$ cat src/arr_params.svh
// Constants for the fault reset and record block
`ifndef ARR_PARAMS_SVH
`define ARR_PARAMS_SVH
`define ARR_CLK_MHZ 125
`define ARR_CLEAR_HOLD_MS 10
`define ARR_CLEAR_HOLD_CYC (`ARR_CLEAR_HOLD_MS * 1000 * `ARR_CLK_MHZ)
`define ARR_LOG_DEPTH 10
`define ARR_CODE_W 8
`define ARR_CODE_NONE 8'h00
`endif

$ cat src/arr_pkg.sv
// Types for the fault reset and record block
package arr_pkg;
    typedef enum logic [1:0] {
        ARR_HEALTHY,
        ARR_FAULTED,
        ARR_LOCKED
    } arr_state_t;
endpackage

$ cat src/arr_alarm_core.sv
// Fault handling core: alarm output, brake, display, clear and fault log
`timescale 1ns/10ps
`default_nettype none
`include "arr_params.svh"

// ----------------------------------------------------------------
// Fault log slot
// ----------------------------------------------------------------
// Each slot wipes, takes its upstream neighbour's code (slot 0 takes the new fault code), or holds
module arr_log_slot #(
    parameter int CODE_W = `ARR_CODE_W
) (
    input wire logic clock_i,
    input wire logic rst_n_i,
    input wire logic wipe_i,
    input wire logic shift_i,
    input wire logic [CODE_W-1:0] load_code_i,
    output logic [CODE_W-1:0] slot_code_o
);
    always_ff @(posedge clock_i) begin
        if (!rst_n_i) begin
            slot_code_o <= CODE_W'(`ARR_CODE_NONE);
        end else if (wipe_i) begin
            slot_code_o <= CODE_W'(`ARR_CODE_NONE);
        end else if (shift_i) begin
            slot_code_o <= load_code_i;
        end
    end
endmodule // arr_log_slot

// ----------------------------------------------------------------
// Fault handling core
// ----------------------------------------------------------------
module arr_alarm_core #(
    parameter int CODE_W = `ARR_CODE_W,
    parameter int LOG_DEPTH = `ARR_LOG_DEPTH,
    parameter int CMD_W = 4,
    parameter int HOLD_CYC = `ARR_CLEAR_HOLD_CYC
) (
    input wire logic clock_i,
    input wire logic rst_n_i,
    input wire logic fault_req_i,
    input wire logic [CODE_W-1:0] fault_code_i,
    input wire logic fault_power_only_i,
    input wire logic warn_req_i,
    input wire logic [CODE_W-1:0] warn_code_i,
    input wire logic fault_clear_input_i,
    input wire logic forward_run_input_i,
    input wire logic [CMD_W-1:0] run_cmd_i,
    input wire logic panel_clear_i,
    input wire logic panel_log_clear_i,
    input wire logic display_key_i,
    input wire logic [3:0] log_index_i,
    output logic fault_status_output_o,
    output logic motor_stop_o,
    output logic brake_hold_o,
    output logic warning_o,
    output logic [CODE_W-1:0] display_code_o,
    output logic clear_done_o,
    output logic [CODE_W-1:0] log_code_o,
    output logic [3:0] log_count_o
);
    // ----------------------------------------------------------------
    // Local signals
    // ----------------------------------------------------------------
    arr_pkg::arr_state_t state;
    arr_pkg::arr_state_t next_state;
    logic [CODE_W-1:0] code;
    logic [CODE_W-1:0] next_code;
    logic clear_in_d;
    logic [31:0] hold_cnt;
    logic [31:0] next_hold_cnt;
    logic hold_ok;
    logic cmd_active;
    logic clear_fall;
    logic input_clear;
    logic any_clear;
    logic new_fault;
    logic in_fault;
    logic faulted;
    logic next_clear_done;
    logic log_wipe;
    logic log_shift;
    logic [3:0] next_log_count;
    logic [CODE_W-1:0] next_log_code;
    logic [CODE_W-1:0] log_mem [LOG_DEPTH];
    logic [CODE_W-1:0] log_feed [LOG_DEPTH];

    // ----------------------------------------------------------------
    // Clear qualification
    // ----------------------------------------------------------------
    // Any operation command blocks the clear input outright
    assign cmd_active = forward_run_input_i | (|run_cmd_i);
    // Hold counter saturates; it clears while the input is low or a command is active
    assign hold_ok = (hold_cnt >= 32'(HOLD_CYC));
    // Acting on the falling edge lets the host see the fault before it goes
    assign clear_fall = clear_in_d & ~fault_clear_input_i;
    assign input_clear = clear_fall
                       & hold_ok
                       & ~cmd_active;
    assign any_clear = input_clear | panel_clear_i;
    assign in_fault = (state != arr_pkg::ARR_HEALTHY);
    assign new_fault = fault_req_i & ~in_fault;

    // ----------------------------------------------------------------
    // Clear hold counter and edge register
    // ----------------------------------------------------------------
    // Commands during the hold void it, so the host must drop them first
    always_comb begin
        next_hold_cnt = hold_cnt;
        if (!fault_clear_input_i || cmd_active) begin
            next_hold_cnt = 32'h00000000;
        end else if (!hold_ok) begin
            next_hold_cnt = hold_cnt + 32'h00000001;
        end
    end

    always_ff @(posedge clock_i) begin
        if (!rst_n_i) begin
            clear_in_d <= 1'b0;
            hold_cnt <= 32'h00000000;
        end else begin
            clear_in_d <= fault_clear_input_i;
            hold_cnt <= next_hold_cnt;
        end
    end

    // ----------------------------------------------------------------
    // Fault state
    // ----------------------------------------------------------------
    always_comb begin
        next_state = state;
        next_code = code;
        unique case (state)
            arr_pkg::ARR_HEALTHY: begin
                if (fault_req_i) begin
                    next_code = fault_code_i;
                    if (fault_power_only_i) begin
                        next_state = arr_pkg::ARR_LOCKED;
                    end else begin
                        next_state = arr_pkg::ARR_FAULTED;
                    end
                end
            end
            arr_pkg::ARR_FAULTED: begin
                if (any_clear) begin
                    next_state = arr_pkg::ARR_HEALTHY;
                    next_code = CODE_W'(`ARR_CODE_NONE);
                end
            end
            arr_pkg::ARR_LOCKED: begin
                // No clear request leaves this state; only reset does
                next_state = arr_pkg::ARR_LOCKED;
            end
            default: begin
                // The spare encoding falls back to a safe healthy restart
                next_state = arr_pkg::ARR_HEALTHY;
            end
        endcase
    end

    always_ff @(posedge clock_i) begin
        if (!rst_n_i) begin
            state <= arr_pkg::ARR_HEALTHY;
            code <= CODE_W'(`ARR_CODE_NONE);
        end else begin
            state <= next_state;
            code <= next_code;
        end
    end

    // ----------------------------------------------------------------
    // Outputs toward motor, brake and panel
    // ----------------------------------------------------------------
    // Combinational from the request so drop, stop and brake share the fault cycle
    assign faulted = in_fault | fault_req_i;
    assign fault_status_output_o = ~faulted;
    assign motor_stop_o = faulted;
    assign brake_hold_o = faulted;
    // Warning shows only while no fault is up, so it leads the fault
    assign warning_o = warn_req_i & ~faulted;

    always_comb begin
        if (new_fault) begin
            display_code_o = fault_code_i;
        end else if (in_fault) begin
            display_code_o = code;
        end else if (warn_req_i) begin
            display_code_o = warn_code_i;
        end else begin
            display_code_o = CODE_W'(`ARR_CODE_NONE);
        end
    end

    // ----------------------------------------------------------------
    // Clear-done indication
    // ----------------------------------------------------------------
    // A set in the same cycle as a key press wins, so no input clear goes unseen
    always_comb begin
        next_clear_done = clear_done_o;
        if (state == arr_pkg::ARR_FAULTED && input_clear) begin
            next_clear_done = 1'b1;
        end else if (display_key_i) begin
            next_clear_done = 1'b0;
        end
    end

    always_ff @(posedge clock_i) begin
        if (!rst_n_i) begin
            clear_done_o <= 1'b0;
        end else begin
            clear_done_o <= next_clear_done;
        end
    end

    // ----------------------------------------------------------------
    // Fault log, newest at index 0
    // ----------------------------------------------------------------
    // Held in flip-flops; the reset stands in for the non-volatile store here
    // A wipe in the same cycle as a new fault wins, so the log ends empty
    assign log_wipe = panel_log_clear_i;
    assign log_shift = new_fault & ~panel_log_clear_i;

    genvar g;
    generate
        for (g = 0; g < LOG_DEPTH; g++) begin : g_slot
            if (g == 0) begin : g_head
                assign log_feed[g] = fault_code_i;
            end else begin : g_tail
                // The last slot's code falls off the end when a new one enters
                assign log_feed[g] = log_mem[g-1];
            end
            arr_log_slot #(.CODE_W(CODE_W)) slot_u (
                .clock_i(clock_i),
                .rst_n_i(rst_n_i),
                .wipe_i(log_wipe),
                .shift_i(log_shift),
                .load_code_i(log_feed[g]),
                .slot_code_o(log_mem[g])
            );
        end
    endgenerate

    always_comb begin
        next_log_count = log_count_o;
        if (log_wipe) begin
            next_log_count = 4'h0;
        end else if (log_shift && (log_count_o < 4'(LOG_DEPTH))) begin
            next_log_count = log_count_o + 4'h1;
        end
    end

    always_ff @(posedge clock_i) begin
        if (!rst_n_i) begin
            log_count_o <= 4'h0;
        end else begin
            log_count_o <= next_log_count;
        end
    end

    // ----------------------------------------------------------------
    // Log readout
    // ----------------------------------------------------------------
    // Indices past the filled part read as no code rather than stale data
    always_comb begin
        next_log_code = CODE_W'(`ARR_CODE_NONE);
        if (log_index_i < log_count_o) begin
            next_log_code = log_mem[log_index_i];
        end
    end

    always_ff @(posedge clock_i) begin
        if (!rst_n_i) begin
            log_code_o <= CODE_W'(`ARR_CODE_NONE);
        end else begin
            log_code_o <= next_log_code;
        end
    end
endmodule // arr_alarm_core
`default_nettype wire

$ cat config.mk
export PLATFORM = sky130hd
export DESIGN_NAME = arr_alarm_core
export DESIGN_NICKNAME = d
export VERILOG_FILES = /design/src/arr_pkg.sv /design/src/arr_alarm_core.sv
export VERILOG_INCLUDE_DIRS = /design/src
export SDC_FILE = /design/constraint.sdc
export NUM_CORES = 1
export LEC_CHECK = 0
export BUFFER_PORTS_ARGS = -buffer_cell sky130_fd_sc_hd__buf_2
export CAP_MARGIN = 0
export CELL_PAD_IN_SITES_DETAIL_PLACEMENT = 1
export CELL_PAD_IN_SITES_GLOBAL_PLACEMENT = 1
export CORE_UTILIZATION = 46
export CTS_BUF_LIST = sky130_fd_sc_hd__clkbuf_4
export CTS_CLUSTER_DIAMETER = 30
export CTS_CLUSTER_SIZE = 16
export DETAILED_ROUTE_END_ITERATION = 7
export PLACE_DENSITY_LB_ADDON = 0.1
export SYNTH_ARGS = -nofsm -noshare
export SYNTH_HDL_FRONTEND = slang
export SYNTH_SLANG_ARGS = --single-unit
$ cat constraint.sdc
create_clock -name clock_i -period 2.2 [get_ports clock_i]
set_input_delay 0.11 -clock clock_i [delete_from_list [all_inputs] [get_ports clock_i]]
set_output_delay 0.11 -clock clock_i [all_outputs]
set_load 0.01 [all_outputs]
---- Word level (Yosys, flattened, before mapping) ----
Cells that the tools add are included.
storage, ports and cells
  register bits after elaboration ......... 136
  latch bits .............................. 0
  memory bits (writable) .................. 0
  bits in read-only memories .............. 0
  input bits .............................. 34
  word-level logic and storage cells ...... 72
  memories ................................ 0
operators by class
  add/sub/neg operators ................... 2
  multiply operators ...................... 0
  div/mod/pow operators ................... 0
  $lt $le $gt $ge ......................... 4
  equality and inequality tests ........... 4
  shift operators ......................... 0
  muxes and demuxes ....................... 15
  bitwise operators ....................... 16
  reduce and logical (&&, ||, !) cells .... 14
operators by type and width
  operator               number
  $mux 8                 7
  $add 32x1->32 const B  1
  $bmux 8 s4             1
  $ge 32x21->1 const B   1
  $pmux 8 s2             1
  $and 1x1->1            6
  $mux 2                 3
  $not 1->1              6
  $pmux 2 s3             1
  $reduce_bool 2->1      3
  $ge 5x5->1 const B     1
  $not 4->5              1
  $add 4x1->4 const B    1
  $lt 4x4->1             1
  $lt 4x4->1 const B     1
  $ne 2x2->1 const B     2
  $reduce_and 2->1       2
  $reduce_or 2->1        2
  $reduce_or 4->1        1
  $or 1x1->1             3
  $reduce_and 3->1       1
  $eq 2x1->1 const B     1
  $eq 2x2->1 const B     1
  $logic_and 1x1->1      2
  4 further kinds        5

---- Depth between registers and ports, before layout ----
Gate-level depths: netlist (run 1).
  depth after elaboration ................. 7
  gate-level depth with buffers ........... 7
  depth with buffers taken out ............ 6

---- Modules after synthesis ----
From an unflattened synthesis (run 1), not the netlist that was laid out.
unflattened totals
  cells, all modules ...................... 617
  area, all modules ....................... 6123.4 µm²
by module, submodules not included
  module          instances  cells each  area an instance (µm²)  sequential area each (µm²)
  arr_alarm_core  1          347         3195.6                  1121.1
  arr_log_slot    10         27          292.8                   160.2

---- Least setup slack after synthesis (run 1) ----
No wires, ideal clock.
  path kind ............................... register to register
  from .................................... register hold_cnt[13]
  to ...................................... register hold_cnt[14]
  library setup time ...................... 70 ps
  data arrival time ....................... 1589 ps
  required time ........................... 2130 ps
  slack ................................... 540 ps
  cell stages (with the launch flop) ...... 7
  path buffers ............................ 1
  cell sequence ........................... dfxtp_1 > or3_1 > nand4_2 > o2111ai_4 > buf_6 > or3_1 > a21oi_1
between the ends
  longest elaborated chain between the ends .. 1
  elaborated cells between the ends (all ways) .. 2
  those cells by class .................... 1 x add/sub; 1 x order compare
RTL lines
  element                                               line                                         source
  from (decl)                                           arr_alarm_core.sv:71                         logic [31:0] hold_cnt;
  from (signal assigned)                                arr_alarm_core.sv:124                        hold_cnt <= next_hold_cnt;
  $add 32x1->32 / $ge 32x21->1 (equally long branches)  arr_alarm_core.sv:114, arr_alarm_core.sv:95
Several ways; a longest one is shown, not always the timed one.
A chain may end at the register's enable or synchronous reset.

---- Worst setup path after layout (run 1) ----
  from .................................... register hold_cnt[21]
  to ...................................... register hold_cnt[19]
between the ends
  longest elaborated chain between the ends .. 1
RTL lines
  element       line                  source
  $ge 32x21->1  arr_alarm_core.sv:95  assign hold_ok = (hold_cnt >= 32'(HOLD_CYC));
No other way between the ends.

==> parameters.txt, run 1 <==
Parameter                              Value

Outcome
  Result of the run ... finished, final reports clean

Finish
  Post-Layout Cell Count ... approximately 900
  Share of the core filled with cells in the final layout ... 55.1%
  Synthesis-to-layout area growth ... 14.7%
  Proportion of layout cells with a drive suffix above 1 ... 16.5%
  Commonest cells after routing, fill and taps aside ... nand2_1, dfxtp_1, a21oi_1
  Final-stage net count ... 785
  Most common cell after layout, fill and taps aside ... nand2_1

Floorplanning
  Area inside the core boundary ... 0.0122 mm^2
  Initial cell density of the core ... 48.1%
  I/O pins ... just under 60
  Chip Height ... 115 um
  Rows ... 40
  Die ar. ... 0.0132 mm^2
  Horizontal extent of the die ... around 110 um

Placement
  Routability congestion estimate from global placement ... ~0.8
  Final HPWL DP ... 10100 um
  DP Cell Count ... 873
  Total of buffers placed on input and output ports ... 58

Critical path
  Startpoint type of the worst setup path ... register
  CP max FO ... 15
  Worst Setup End Kind ... register
  Arrival time at the worst endpoint ... 2620 ps
  Critical Setup Path Class ... reg -> reg
  Required @ worst endpoint ... 2690 ps

Power and ir drop
  Post-layout power ... 4200 uW
  Peak supply drop ... 0.457 mV
  Leakage component of the power ... 0.00238 uW
  Power density over the cells ... 623 mW/mm^2

CTS
  CTS Buffer Depth ... 2
  Post-CTS Setup Repair Bufs ... 0
  CTS Buf Count ... 17
  Clock net sink count ... 136
  Worst-skew pair later-pin latency ... 550 ps
  CTS tree ... done
  Number of H-tree levels ... 4
  Clock slew seen by the registers of the worst setup and hold paths ... ~110 ps
  Clock root buffer master ... clkbuf_4

Synthesis
  Share of Yosys cell area claimed by the top area cell type ... 46.4%
  Synth Register Bits ... 136
  Mean instance size in the synthesized netlist ... around 8.6 um^2
  Cell variety after synth ... between 40 and 50
  Post-synth design cell area ... 0.00587 mm^2
  Cell type contributing the most total cell area after synthesis ... dfxtp_1
  Share of synthesized area occupied by flip-flops and latches ... 46.4%
  YS warnings ... 0
  Main synth FF type ... dfxtp_1
  Top post-synthesis cells by area ... dfxtp_1, nand2_1, a21oi_1, mux4_2, mux2i_1
  Number of flops mapped to enable cells by yosys ... 0
  Syn nets ... 720
  Share of flip-flops with an asynchronous set or reset after synthesis ... 0%
  Number of cells produced by synthesis ... 680

Detailed routing
  Number of DRC markers in iteration 0 ... 199
  DRC violation count after routing ... 0
  1st-pass router iterations ... 5
  Vias after detailed routing ... 5036
  Ratio of routed vias to standard cells ... around 5.4
  Per-cell routed wire length ... 16.2 um
  Final antenna-violating net count ... 0
  Total routed wirelength ... 15000 um

STA
  Number of setup violations in the final report ... 0
  Slew of the pin with the lowest slew margin ... 683 ps
  Setup repair after global routing missed its margin ... yes
  Final total negative setup slack ... 0 ps
  Worst slew margin ... between 50 and 60%
  Worst clock skew ... ~11 ps
  Upper clock frequency limit ... 0.470 GHz
  Share of the clock period used by the worst path ... 96.8%
  Slew Limit Fails ... 0
  Final hold violation count ... 0
  Shortest clock period the worst path allows after layout ... approximately 2100 ps

Global route
  Overall global routing resource usage ... 24.0%
  Overflow left after global routing ... 0
  Via count of the first global-routing pass ... between 5000 and 6000
  Pin count of the biggest net entering global routing ... between 70 and 80
  Global-route wire length before repair ... 24600 um
  Initial antenna violation count ... 1

Job
  Number of max-cap violations ... 0

Hold path
  Worst min-delay path category ... in -> reg
==> critical path: stages, from the launching register on <==
cell	delay, ps
dfxtp_1	330
nor4_1	360
and4_2	340
o211ai_2	290
or4_1	600
a21oi_1	160
==> layout make-up <==
class / instances / area (um^2)
Timing Repair Buffer: 92 / 636
Multi-Input combinational cell: 490 / 2930
Sequential cell: 136 / 2720
Inverter: 8 / 30.0
Clock buffer: 19 / 143
Clock inverter: 13 / 63.8
Antenna cell: 1 / 2.50
Fill cell: 1513 / 5480
Tap cell: 168 / 210
==> path summary, 6_finish.rpt <==
check	endpoint	cells after the start	from	slack, ps
max reg2reg	hold_cnt[19]	5	hold_cnt[21]	70
min	hold_cnt[19]	5	run_cmd_i[2]	70
max	hold_cnt[19]	5	hold_cnt[21]	70
min reg2reg	g_slot[9].slot_u.slot_code_o[3]	2	g_slot[9].slot_u.slot_code_o[3]	460
==> per-layer routing <==
layer	up-vias	track usage [%]	wire length, um
met5	-	0	0
met4	0	9.18	243
li1	2500	-	-
met1	2438	29.1	6920
met3	22	4.74	406
met2	76	42.2	7450
==> state kept, by name, indices dropped and copies added (netlist names) <==
register / count
clear_done_o: 1
hold_cnt: 32
state: 2
code: 8
log_code_o: 8
log_count_o: 4
clear_in_d: 1
g_slot.slot_u.slot_code_o: 80
==> synthesized netlist by cell type, drive strengths merged, types with 2 or more instances <==
cell type,n
a21oi,100
nand4,7
o211ai,4
clkbuf,28
and3,16
a22oi,7
nor3b,10
xnor2,3
nand2b,3
nand2,183
nor2b,3
nor4,2
buf,18
inv,8
nor3,7
o21ai,20
or4,7
mux4,16
or3,13
dfxtp,136
o31ai,4
nor2,10
ha,6
a21boi,9
mux2i,18
nand3,5
and4,2
o22ai,8
o21a,5
and2,14
a21o,3
==> report_power, final <==
group          total [uW]  switching (uW)  internal (uW)
combinational         400             251            148
clock                1300             865            437
sequential           2500            15.4           2480
==> cell families (layout without fill, tap and decap cells) <==
| family | Yosys count | in the layout | synth area share (%) |
|---|---|---|---|
| XOR/XNOR | 3 | 3 | 0.448 |
| adder cells (fa/ha/maj) | 6 | 6 | 1.28 |
| AND/OR/NAND/NOR | 285 | 285 | 22.9 |
| AO/OA/AOI/OAI | 162 | 162 | 15.9 |
| flip-flops | 136 | 136 | 46.4 |
| multiplexers | 34 | 34 | 9.21 |
| other | 0 | 1 | 0 |
| buffers and inverters | 54 | 132 | 3.92 |
==> repair_timing <==
action                                 CTS  global route
setup endpoints to repair                0             4
hold buffers                            21             0
gates resized for setup                  0             1
endpoints found under the hold margin   30             0
==> per-stage QoR <==
step	area, um^2	setup WS, ps	hold WS, ps
floorplan	5870	540	228
global placement	6310	215	407
detailed placement	6310	58.9	413
CTS	6730	42.3	42.8
global route	6730	-51.7	75.3
finish	6730	71.0	67.2
(Power assumes the default switching activity.)
==> run 2, diff against run 1 <==
--- a/config.mk
+++ b/config.mk
@@ -16,6 +16,7 @@
 export CTS_CLUSTER_SIZE = 16
 export DETAILED_ROUTE_END_ITERATION = 7
 export PLACE_DENSITY_LB_ADDON = 0.1
+export SETUP_SLACK_MARGIN = 0.15
 export SYNTH_ARGS = -nofsm -noshare
 export SYNTH_HDL_FRONTEND = slang
 export SYNTH_SLANG_ARGS = --single-unit
==> parameters.txt, run 2 (same netlist as run 1, synthesis figures left out) <==
Parameter                              Value

Floorplanning
  Area inside the core boundary ... 0.0122 mm^2
  I/O pins ... 59
  Rows ... 40
  Horizontal extent of the die ... 115 um
  Initial cell density of the core ... 48.1%
  Chip Height ... around 110 um
  Die ar. ... 0.0132 mm^2

Detailed routing
  1st-pass router iterations ... 5
  Total routed wirelength ... between 15000 and 20000 um
  Final antenna-violating net count ... 0
  Number of DRC markers in iteration 0 ... 221
  Per-cell routed wire length ... 16.5 um
  DRC violation count after routing ... 0
  Ratio of routed vias to standard cells ... approximately 5.5
  Vias after detailed routing ... approximately 5100

CTS
  CTS tree ... done
  Clock slew seen by the registers of the worst setup and hold paths ... 110 ps
  Clock root buffer master ... clkbuf_4
  Number of H-tree levels ... 4
  Clock net sink count ... about 140
  CTS Buffer Depth ... 2
  CTS Buf Count ... 17
  Worst-skew pair later-pin latency ... ~560 ps

Finish
  Proportion of layout cells with a drive suffix above 1 ... 17.4%
  Most common cell after layout, fill and taps aside ... nand2_1
  Max reg flops ... 80
  Register bank with the most flops ... g_slot.slot_u.slot_code_o
  Synthesis-to-layout area growth ... 16.1%
  Share of the core filled with cells in the final layout ... around 56%
  Final-stage net count ... 791
  Top Registers ... g_slot.slot_u.slot_code_o (80), hold_cnt (32)
  Commonest cells after routing, fill and taps aside ... nand2_1, dfxtp_1, a21oi_1
  Post-Layout Cell Count ... 933
  Final design area excluding fillers ... 0.00681 mm^2

Hold path
  Worst min-delay path category ... in -> reg
  Hold wc startpoint ... run_cmd_i[2]

STA
  Final hold violation count ... 0
  Upper clock frequency limit ... between 0.5 and 0.6 GHz
  Worst clock skew ... 11.3 ps
  Worst slew margin ... between 50% and 60%
  Number of setup violations in the final report ... 0
  Setup repair after global routing missed its margin ... yes
  Share of the clock period used by the worst path ... 89.9%
  Final total negative setup slack ... 0 ps
  Slew of the pin with the lowest slew margin ... 648 ps
  Slew Limit Fails ... 0
  Shortest clock period the worst path allows after layout ... 1980 ps

Critical path
  CP max FO ... 13
  Arrival time at the worst endpoint ... 2460 ps
  Worst Setup End Kind ... register
  Required @ worst endpoint ... 2680 ps
  Critical Setup Path Class ... reg -> reg
  CP Launch Point ... hold_cnt[13]
  Reg-to-reg critical path startpoint ... hold_cnt[13]
  Startpoint type of the worst setup path ... register

Global route
  Global-route wire length before repair ... 25000 um
  Overflow left after global routing ... 0
  Initial antenna violation count ... 1
  Via count of the first global-routing pass ... between 5000 and 6000
  Overall global routing resource usage ... 24.4%
  Pin count of the biggest net entering global routing ... 73

Power and ir drop
  Post-layout power ... 4200 uW
  Power density over the cells ... between 600 and 700 mW/mm^2
  Leakage component of the power ... 0.00241 uW
  Peak supply drop ... 0.459 mV

Placement
  Total of buffers placed on input and output ports ... 58
  Routability congestion estimate from global placement ... ~0.8
  Final HPWL DP ... slightly above 10000 um
  DP Cell Count ... 873
  Placed cell areas ... 0.00631 mm^2

Job
  Number of max-cap violations ... 0

Outcome
  Result of the run ... finished, final reports clean
==> run 2: power breakdown <==
part | internal (uW) | total (uW) | switching, uW
combinational | 149 | 401 | 252
sequential | 2480 | 2500 | 15.3
clock | 437 | 1310 | 869
total | 3070 | 4200 | 1140
==> run 2: layer usage <==
metal	GRT usage [%]	part of all wire [%]
met1	29.8	46
met2	42.7	50
met3	4.69	2.8
met4	9.09	1.4
met5	0	0
==> run 2: area by class of cell <==
class / count / area [um^2]
fill: 1515 / 5400
sequential: 136 / 2720
clock inverter: 13 / 63.8
tap: 168 / 210
antenna: 1 / 2.50
multi-input combinational: 491 / 2970
timing repair buffer: 97 / 673
inverter: 8 / 30.0
clock buffer: 19 / 143
==> run 2: critical path: stages, from the launching register on <==
cell and delay, ps:
dfxtp_1 360, or3_1 420, nand4_2 210, o2111ai_4 270, or4_1 470, a21oi_1 180
==> run 2: per-stage QoR <==
stage,hold WS (ps),setup slack [ps]
2_1_floorplan,228,540
3_3_place_gp,407,215
3_5_place_dp,413,58.9
4_1_cts,42.8,160
5_1_grt,77.4,130
6_report,65.7,223
==> run 2: final timing paths <==
check / end / slack [ps] / depth (start not counted)
hold reg to reg: g_slot[9].slot_u.slot_code_o[3] / 460 / 2
setup / recovery: hold_cnt[15] / 220 / 5
setup reg to reg: hold_cnt[15] / 220 / 5
hold / removal: hold_cnt[19] / 70 / 5
==> run 2: timing repair <==
item                                   in CTS  in global routing
setup endpoints to repair                   6                 20
cloned                                      1                  0
gates resized for setup                     2                  4
endpoints found under the hold margin      30                  0
pin swaps                                   1                  2
setup buffers                               0                  5
hold buffers                               21                  0
